--- config.mk ---
export PLATFORM = sky130hd
export DESIGN_NAME = scc_current_ctrl
export DESIGN_NICKNAME = d
export VERILOG_FILES = /design/src/scc_current_ctrl.v
export VERILOG_INCLUDE_DIRS = /design/src
export SDC_FILE = /design/constraint.sdc
export NUM_CORES = 2
export LEC_CHECK = 0
export BUFFER_PORTS_ARGS = -buffer_cell sky130_fd_sc_hd__buf_4
export CORE_MARGIN = 1
export CORE_UTILIZATION = 50
export DETAILED_ROUTE_END_ITERATION = 8
export PLACE_DENSITY = 0.72
export SYNTH_ARGS = -nofsm -noshare
export SYNTH_HDL_FRONTEND = slang
export SYNTH_SLANG_ARGS = --single-unit
--- constraint.sdc ---
create_clock -name sys_clk -period 24.1 [get_ports sys_clk]
set_clock_uncertainty 0.05 [all_clocks]
set_input_delay 1.205 -clock sys_clk [delete_from_list [all_inputs] [get_ports sys_clk]]
set_output_delay 1.205 -clock sys_clk [all_outputs]
set_load 0.05 [all_outputs]
--- src/scc_consts.vh ---
// constants for the stepper current control block
`ifndef SCC_CONSTS_VH
`define SCC_CONSTS_VH

// clock
`define SCC_CLK_HZ          54'd50000000
`define SCC_CLK_KHZ         32'd50000

// register byte offsets
`define SCC_OFF_CTRL        8'h00
`define SCC_OFF_ODFREQ      8'h04
`define SCC_OFF_CURRENT     8'h08
`define SCC_OFF_STATUS      8'h0c
`define SCC_OFF_POSITION    8'h10

// control register fields
`define SCC_CTRL_BUSMODE    0
`define SCC_CTRL_ODEN       1
`define SCC_CTRL_CSEN       2
`define SCC_CTRL_DLY_LO     4
`define SCC_CTRL_DLY_HI     7
`define SCC_CTRL_RES_LO     8
`define SCC_CTRL_RES_HI     11

// status register fields
`define SCC_STAT_OD         0
`define SCC_STAT_STOP       1
`define SCC_STAT_CS         2

// reset values
`define SCC_CTRL_RST        12'h002
`define SCC_ODFREQ_RST      18'h003e8
`define SCC_RUN_RST         8'h10
`define SCC_STOP_RST        8'h08

// timing
`define SCC_ROTARY_DLY_MS   10'd40
`define SCC_DLY_SEL_MAX     4'he

// overdrive: release at 9/10 of engage, raise by 1/5
`define SCC_HYST_NUM        58'd9
`define SCC_HYST_DEN        58'd10
`define SCC_OD_DIV          9'd5

// axi responses
`define SCC_RESP_OKAY       2'h0
`define SCC_RESP_SLVERR     2'h2

`endif

--- src/scc_current_ctrl.v ---
// stepper phase-current selection with axi4-lite register access
// Behaviour
// overdrive engages above switch rate, releases below, both scaled by microstep factor.
// release threshold sits ten percent below the engage threshold.
// engaged overdrive raises the commanded run current by about twenty percent.
// after pulses stop, wait the current delay, then switch run to stop current.
// rotary switch mode uses a fixed forty millisecond current delay.
// bus mode delay is programmable, 1 to 1000 ms, in 15 settings.
// stop reduction keeps the ratio between both phase currents unchanged.
// reduction reaches both phases at the same clock edge.
// each rising edge of the control pulse advances the motor one step.
// current shaping applies only in bus mode with its enable set.
// every pulse restarts the delay timer and restores run current at once.
//
// Our own choices: the AXI4-Lite slave port and the placing of the registers.
`timescale 1ns/1ps
`default_nettype none
`include "scc_consts.vh"

module scc_current_ctrl #(
  parameter [31:0] MS_CYCLES = `SCC_CLK_KHZ
) (
  input  wire        sys_clk,
  input  wire        rst_n,
  input  wire        stepPulse,
  input  wire [7:0]  s_axi_awaddr,
  input  wire        s_axi_awvalid,
  output reg         s_axi_awready,
  input  wire [31:0] s_axi_wdata,
  input  wire [3:0]  s_axi_wstrb,
  input  wire        s_axi_wvalid,
  output reg         s_axi_wready,
  output reg  [1:0]  s_axi_bresp,
  output reg         s_axi_bvalid,
  input  wire        s_axi_bready,
  input  wire [7:0]  s_axi_araddr,
  input  wire        s_axi_arvalid,
  output reg         s_axi_arready,
  output reg  [31:0] s_axi_rdata,
  output reg  [1:0]  s_axi_rresp,
  output reg         s_axi_rvalid,
  input  wire        s_axi_rready,
  output reg  [8:0]  phaseAmpA,
  output reg  [8:0]  phaseAmpB,
  output reg         phaseSignA,
  output reg         phaseSignB,
  output reg         stepAdvance,
  output reg         overdriveOn,
  output reg         stopCurrentOn,
  output reg         csActive
);

  // microstep factor per resolution code
  function [9:0] resFactor;
    input [3:0] code;
    begin
      case (code)
        4'h0:    resFactor = 10'd1;
        4'h1:    resFactor = 10'd2;
        4'h2:    resFactor = 10'd4;
        4'h3:    resFactor = 10'd5;
        4'h4:    resFactor = 10'd8;
        4'h5:    resFactor = 10'd10;
        4'h6:    resFactor = 10'd16;
        4'h7:    resFactor = 10'd20;
        4'h8:    resFactor = 10'd32;
        4'h9:    resFactor = 10'd64;
        4'ha:    resFactor = 10'd128;
        4'hb:    resFactor = 10'd256;
        default: resFactor = 10'd512;
      endcase
    end
  endfunction

  // fifteen delay settings in ms
  function [9:0] delayMs;
    input [3:0] sel;
    begin
      case (sel)
        4'h0:    delayMs = 10'd1;
        4'h1:    delayMs = 10'd2;
        4'h2:    delayMs = 10'd3;
        4'h3:    delayMs = 10'd5;
        4'h4:    delayMs = 10'd8;
        4'h5:    delayMs = 10'd10;
        4'h6:    delayMs = 10'd15;
        4'h7:    delayMs = 10'd20;
        4'h8:    delayMs = 10'd30;
        4'h9:    delayMs = 10'd40;
        4'ha:    delayMs = 10'd60;
        4'hb:    delayMs = 10'd100;
        4'hc:    delayMs = 10'd200;
        4'hd:    delayMs = 10'd500;
        default: delayMs = 10'd1000;
      endcase
    end
  endfunction

  // registers
  reg  [11:0] ctrl_q;
  reg  [17:0] odFreq_q;
  reg  [7:0]  runCur_q;
  reg  [7:0]  stopCur_q;
  reg  [7:0]  awAddr_q;
  reg         awHeld_q;
  reg  [31:0] wData_q;
  reg  [3:0]  wStrb_q;
  reg         wHeld_q;

  // step tracking
  reg         stepPrev_q;
  reg         seenEdge_q;
  reg  [25:0] intv_q;
  reg  [25:0] dly_q;
  reg  [9:0]  micro_q;
  reg  [1:0]  fullIdx_q;
  reg  [15:0] stepCount_q;

  wire        busMode  = ctrl_q[`SCC_CTRL_BUSMODE];
  wire        odEnable = ~busMode | ctrl_q[`SCC_CTRL_ODEN];
  wire [3:0]  dlySel   = ctrl_q[`SCC_CTRL_DLY_HI:`SCC_CTRL_DLY_LO];
  wire [9:0]  factor   = resFactor(ctrl_q[`SCC_CTRL_RES_HI:`SCC_CTRL_RES_LO]);
  wire        stepEdge = stepPulse & ~stepPrev_q;

  // engage rate = switch frequency times microstep factor
  wire [27:0] fOn     = {10'h0, odFreq_q} * {18'h0, factor};
  wire [25:0] period  = (intv_q == 26'h3ffffff) ? intv_q : intv_q + 26'd1;
  wire [53:0] prod    = {28'h0, period} * {26'h0, fOn};
  // rate above fOn means period * fOn below the clock rate
  wire        fastOn  = prod < `SCC_CLK_HZ;
  // release when rate < 0.9 fOn, i.e. 10 * clk < 9 * period * fOn
  wire        slowOff = ({4'h0, prod} * `SCC_HYST_NUM) >
                        ({4'h0, `SCC_CLK_HZ} * `SCC_HYST_DEN);

  wire [9:0]  msSel    = busMode ? delayMs(dlySel) : `SCC_ROTARY_DLY_MS;
  wire [31:0] dlyLimit = msSel * MS_CYCLES;
  wire        dlyDone  = {6'h0, dly_q} >= dlyLimit - 32'd1;

  // overdrive adds one fifth of the run current
  wire [8:0]  runAmp = {1'b0, runCur_q} + ({1'b0, runCur_q} / `SCC_OD_DIV);

  wire        awFire = s_axi_awvalid & s_axi_awready;
  wire        wFire  = s_axi_wvalid & s_axi_wready;
  wire        doWrite = awHeld_q & wHeld_q & ~s_axi_bvalid;

  function [31:0] laneMerge;
    input [31:0] old;
    input [31:0] nw;
    input [3:0]  strb;
    integer i;
    begin
      laneMerge = old;
      for (i = 0; i < 4; i = i + 1) begin
        if (strb[i]) begin
          laneMerge[i*8 +: 8] = nw[i*8 +: 8];
        end
      end
    end
  endfunction

  wire [31:0] ctrlMrg = laneMerge({20'h0, ctrl_q}, wData_q, wStrb_q);
  wire [31:0] odMrg   = laneMerge({14'h0, odFreq_q}, wData_q, wStrb_q);
  wire [31:0] curMrg  = laneMerge({16'h0, stopCur_q, runCur_q}, wData_q, wStrb_q);

  // write channel
  always @(posedge sys_clk) begin
    if (!rst_n) begin
      s_axi_awready <= 1'b1;
      s_axi_wready  <= 1'b1;
      s_axi_bvalid  <= 1'b0;
      s_axi_bresp   <= `SCC_RESP_OKAY;
      awHeld_q      <= 1'b0;
      wHeld_q       <= 1'b0;
      awAddr_q      <= 8'h00;
      wData_q       <= 32'h0;
      wStrb_q       <= 4'h0;
      ctrl_q        <= `SCC_CTRL_RST;
      odFreq_q      <= `SCC_ODFREQ_RST;
      runCur_q      <= `SCC_RUN_RST;
      stopCur_q     <= `SCC_STOP_RST;
    end else begin
      if (awFire) begin
        awAddr_q      <= s_axi_awaddr;
        awHeld_q      <= 1'b1;
        s_axi_awready <= 1'b0;
      end
      if (wFire) begin
        wData_q      <= s_axi_wdata;
        wStrb_q      <= s_axi_wstrb;
        wHeld_q      <= 1'b1;
        s_axi_wready <= 1'b0;
      end
      if (doWrite) begin
        awHeld_q     <= 1'b0;
        wHeld_q      <= 1'b0;
        s_axi_bvalid <= 1'b1;
        s_axi_bresp  <= `SCC_RESP_OKAY;
        if (awAddr_q == `SCC_OFF_CTRL) begin
          ctrl_q <= ctrlMrg[11:0];
          // out-of-range delay codes clamp to the longest setting
          if (ctrlMrg[`SCC_CTRL_DLY_HI:`SCC_CTRL_DLY_LO] > `SCC_DLY_SEL_MAX) begin
            ctrl_q[`SCC_CTRL_DLY_HI:`SCC_CTRL_DLY_LO] <= `SCC_DLY_SEL_MAX;
          end
        end else if (awAddr_q == `SCC_OFF_ODFREQ) begin
          odFreq_q <= odMrg[17:0];
        end else if (awAddr_q == `SCC_OFF_CURRENT) begin
          runCur_q  <= curMrg[7:0];
          stopCur_q <= curMrg[15:8];
        end else if (awAddr_q == `SCC_OFF_STATUS || awAddr_q == `SCC_OFF_POSITION) begin
          s_axi_bresp <= `SCC_RESP_OKAY;
        end else begin
          s_axi_bresp <= `SCC_RESP_SLVERR;
        end
      end
      if (s_axi_bvalid && s_axi_bready) begin
        s_axi_bvalid  <= 1'b0;
        s_axi_awready <= 1'b1;
        s_axi_wready  <= 1'b1;
      end
    end
  end

  // read channel, one word answered the edge after the address
  always @(posedge sys_clk) begin
    if (!rst_n) begin
      s_axi_arready <= 1'b1;
      s_axi_rvalid  <= 1'b0;
      s_axi_rdata   <= 32'h0;
      s_axi_rresp   <= `SCC_RESP_OKAY;
    end else begin
      if (s_axi_arvalid && s_axi_arready) begin
        s_axi_arready <= 1'b0;
        s_axi_rvalid  <= 1'b1;
        s_axi_rresp   <= `SCC_RESP_OKAY;
        if (s_axi_araddr == `SCC_OFF_CTRL) begin
          s_axi_rdata <= {20'h0, ctrl_q};
        end else if (s_axi_araddr == `SCC_OFF_ODFREQ) begin
          s_axi_rdata <= {14'h0, odFreq_q};
        end else if (s_axi_araddr == `SCC_OFF_CURRENT) begin
          s_axi_rdata <= {16'h0, stopCur_q, runCur_q};
        end else if (s_axi_araddr == `SCC_OFF_STATUS) begin
          s_axi_rdata <= {29'h0, csActive, stopCurrentOn, overdriveOn};
        end else if (s_axi_araddr == `SCC_OFF_POSITION) begin
          s_axi_rdata <= {stepCount_q, 4'h0, fullIdx_q, micro_q};
        end else begin
          s_axi_rdata <= 32'h0;
          s_axi_rresp <= `SCC_RESP_SLVERR;
        end
      end
      if (s_axi_rvalid && s_axi_rready) begin
        s_axi_rvalid  <= 1'b0;
        s_axi_arready <= 1'b1;
      end
    end
  end

  // step position and pulse interval
  always @(posedge sys_clk) begin
    if (!rst_n) begin
      stepPrev_q  <= 1'b0;
      seenEdge_q  <= 1'b0;
      intv_q      <= 26'h0;
      micro_q     <= 10'h0;
      fullIdx_q   <= 2'h0;
      stepCount_q <= 16'h0;
      stepAdvance <= 1'b0;
    end else begin
      stepPrev_q  <= stepPulse;
      stepAdvance <= stepEdge;
      if (stepEdge) begin
        seenEdge_q  <= 1'b1;
        intv_q      <= 26'h0;
        stepCount_q <= stepCount_q + 16'd1;
        if (micro_q >= factor - 10'd1) begin
          micro_q   <= 10'h0;
          fullIdx_q <= fullIdx_q + 2'd1;
        end else begin
          micro_q <= micro_q + 10'd1;
        end
      end else if (intv_q != 26'h3ffffff) begin
        intv_q <= intv_q + 26'd1;
      end
    end
  end

  // overdrive with hysteresis; a slow running interval releases it too
  always @(posedge sys_clk) begin
    if (!rst_n) begin
      overdriveOn <= 1'b0;
    end else if (!odEnable || !seenEdge_q) begin
      overdriveOn <= 1'b0;
    end else if (stepEdge && fastOn) begin
      overdriveOn <= 1'b1;
    end else if (slowOff) begin
      overdriveOn <= 1'b0;
    end
  end

  // current delay timer; reset starts in stop current since no pulse yet
  always @(posedge sys_clk) begin
    if (!rst_n) begin
      dly_q         <= 26'h0;
      stopCurrentOn <= 1'b1;
    end else if (stepEdge) begin
      dly_q         <= 26'h0;
      stopCurrentOn <= 1'b0;
    end else if (!stopCurrentOn) begin
      if (dlyDone) begin
        stopCurrentOn <= 1'b1;
      end else begin
        dly_q <= dly_q + 26'd1;
      end
    end
  end

  // one amplitude feeds both phases on the same edge, so the ratio holds
  always @(posedge sys_clk) begin
    if (!rst_n) begin
      phaseAmpA  <= 9'h0;
      phaseAmpB  <= 9'h0;
      phaseSignA <= 1'b0;
      phaseSignB <= 1'b0;
      csActive   <= 1'b0;
    end else begin
      if (stopCurrentOn) begin
        phaseAmpA <= {1'b0, stopCur_q};
        phaseAmpB <= {1'b0, stopCur_q};
      end else if (overdriveOn) begin
        phaseAmpA <= runAmp;
        phaseAmpB <= runAmp;
      end else begin
        phaseAmpA <= {1'b0, runCur_q};
        phaseAmpB <= {1'b0, runCur_q};
      end
      phaseSignA <= fullIdx_q[1];
      phaseSignB <= fullIdx_q[1] ^ fullIdx_q[0];
      csActive   <= busMode & ctrl_q[`SCC_CTRL_CSEN];
    end
  end

endmodule // scc_current_ctrl
`default_nettype wire

==> results_dict.tcl <==
set metrics [dict create \
    status "finished clean" \
    fillers 8443 \
    setup_tns_ps 0 \
    peakVddDrop_mv 0.0564 \
    busiest_layer "met2" \
    cp-end-kind "flip-flop" \
    synth-edff-count 0 \
    seq_area_frac_synth 0.100 \
    layout_common_cells "inv_1, nand2_1, fa_1, nor2_1, ha_1" \
    use_met2 0.456 \
    hold_path_class "reg2reg" \
    dpl_cell_area_sq_mm 0.0489 \
    rows 111 \
    clkTransAtPathRegs_ps 60 \
    num-nets-final 6925 \
    ys.flop_type "dfxtp_1" \
    grt-ovfl-total 0 \
    grt_pass1_vias 38800 \
    ant_nets 0 \
    slowest_delay_ps 910 \
    final_hold_viol_count 0 \
    maxCapViolations 0 \
    grt_usage 0.278 \
    ys_ff_latch 233 \
    critPathKind "reg2reg" \
    drt_first_pass_iters 6 \
    htreeDepth 1 \
    worstPathMaxFanout 21 \
    io_pins 125 \
    vias_per_cell 5.60 \
    pwr_density_cell_mw_per_mm2 21.4 \
    met3_usage 0.0553 \
    p_leak_nw 24.5 \
    slew_headroom 0.171 \
    worst_r2r_endpoint "overdriveOn" \
    clockRootBuffer "clkbuf_16" \
    cts_tree "done" \
    place_hpwl_um 103000 \
    synth_cell_type_count 95 \
    postCtsSetupRepairBufs 0 \
    grt_pass1_wl_um 209000 \
    synthesis.area_sq_mm 0.0466 \
    yosysWarnings 0 \
    required_ps 24530 \
    ctsHoldBuffers 0 \
    wl_um 130000 \
    clock_path_buffers 3 \
    min_path_cells 2 \
    finalCriticalPeriod_ps 17540 \
    n_antenna_cell 0 \
    place.gp.congestion 0.971 \
    met1_usage 0.351 \
    drc_errors 0 \
    synthArstFlopShare 0 \
    port_buffers 107 \
    crit_path_frequent_cell "fa_1" \
    grt_max_degree 69 \
    vias 38600 \
    whs_endpoint "stopCur_q[0]" \
    post_cts_resized 0 \
    die_h_um 307 \
    drive_gt1_frac 0.0586 \
    fin_area_sq_mm 0.0498 \
    die_x_um 307 \
    fmax_ghz 0.0570 \
    arrival_ps 17970 \
    rrSetupSlack_ps 6560 \
    core-area_sq_mm 0.0919 \
    worstMarginPinSlew_ps 1230 \
    antenna_found_initial 1 \
    finalMaxSlewViolations 0 \
    drt_iter0_markers 2875 \
    cts_made_buffers 27 \
    clock_latency_ps 580 \
    setup_violations 0 \
    areaGrowthSynthToFinish_pct 6.84 \
    wire_per_inst_um 18.8 \
    die_area_sq_mm 0.0944 \
    cts_sinks 233 \
    rsz0062_at_grt "no" \
    final_common_cell "inv_1" \
    slowest_stage "xnor2_2" \
    period_share 0.728 \
    synth_area_per_cell_sq_um 8.24 \
    start_kind "flip-flop" \
    synth_cells 5653 \
    r2r_start "factor[3]" \
    r2r_cells 57 \
    hold_start "stopCur_q[0]" \
    total_power_w 0.00106 \
    start_util 0.507 \
]
-- cell type report --
class                   count  area, sq um  area share
clock buffers              35          746      0.0150
multi-input cells        4201        37600       0.754
repair buffers            200         1500      0.0302
well taps                1243         1560      0.0312
inverters                 966         3630      0.0729
flip-flops and latches    233         4660      0.0937
clock inverters            11          133     0.00266
-- sequential cells by signal (all words and copies together), names as in the netlist, 2 cells and up, named ones only --
signal	cells
micro_q	10
runCur_q	8
stepCount_q	16
awAddr_q	8
stopCur_q	8
odFreq_q	18
factor	10
phaseAmpB	9
wStrb_q	3
ctrl_q	12
wData_q	18
s_axi_rdata	32
dly_q	26
intv_q	26
fullIdx_q	2
-- power breakdown --
part           internal, W  switching (W)  total, W
Sequential        0.000392     0.00000902  0.000401
Clock             0.000240       0.000173  0.000413
Combinational    0.0000979       0.000152  0.000250
-- worst max-delay path: cells and delay by family, from the launching register on --
kind                       cells  cell delay, ps
adders and majority gates     15            7650
and+or+nand+nor               10            1970
buffers and inverters          9             530
xor gates and xnor gates       2            1350
AOI/OAI and AO/OA             21            4970
DFF                            1             900
-- through the flow --
stage	cells	setup slack, ps	util	hold slack (ps)
CTS	6889	6730	0.542	402
global placement	6843	6910	0.532	377
floorplan	5654	9080	-	367
finish	6889	6560	0.542	402
detailed placement	6843	6810	0.532	389
global route	6889	5530	0.542	419
-- metal layers --
metal | up-vias | wire (um)
li1 | 17800 | -
met1 | 18900 | 51200
met2 | 1571 | 59700
met3 | 356 | 11500
met4 | 0 | 7440
met5 | - | 0
-- kinds of logic after synthesis --
| kind of cell | share of synthesized area |
|---|---|
| and+or+nand+nor | 0.188 |
| adders and majority gates | 0.456 |
| buffers and inverters | 0.100 |
| AOI/OAI and AO/OA | 0.102 |
| xor gates and xnor gates | 0.0449 |
| DFF | 0.100 |
| muxes | 0.00797 |
| other | 0.0000805 |
-- cell usage after synthesis (27+ instances only) --
library cell,n,share of area
a21oi_1,272,0.029
ha_1,468,0.13
o21ai_0,112,0.012
a21o_1,82,0.013
inv_1,966,0.078
nand2b_1,63,0.0085
mux2i_1,27,0.0058
and3_1,45,0.0060
nand4_1,31,0.0042
xnor2_1,135,0.025
fa_1,768,0.33
nor3_1,65,0.0070
or3_1,42,0.0056
nand3_1,106,0.011
dfxtp_1,233,0.10
clkbuf_1,223,0.018
a211oi_1,32,0.0052
and2_1,159,0.021
nand2_1,768,0.062
xor2_1,104,0.020
nor2_1,567,0.046
-- worst max-delay path by stage --
stage	startpoint	end	slack, ps	cells after the start
after floorplan	factor[3]	overdriveOn	9080	63
after global placement	factor[3]	overdriveOn	6910	57
after detailed placement	factor[3]	overdriveOn	6810	57
after CTS	factor[3]	overdriveOn	6730	57
after global routing	factor[3]	overdriveOn	5530	57
final	factor[3]	overdriveOn	6560	57
No activity file was read; power rests on OpenSTA's default activity.
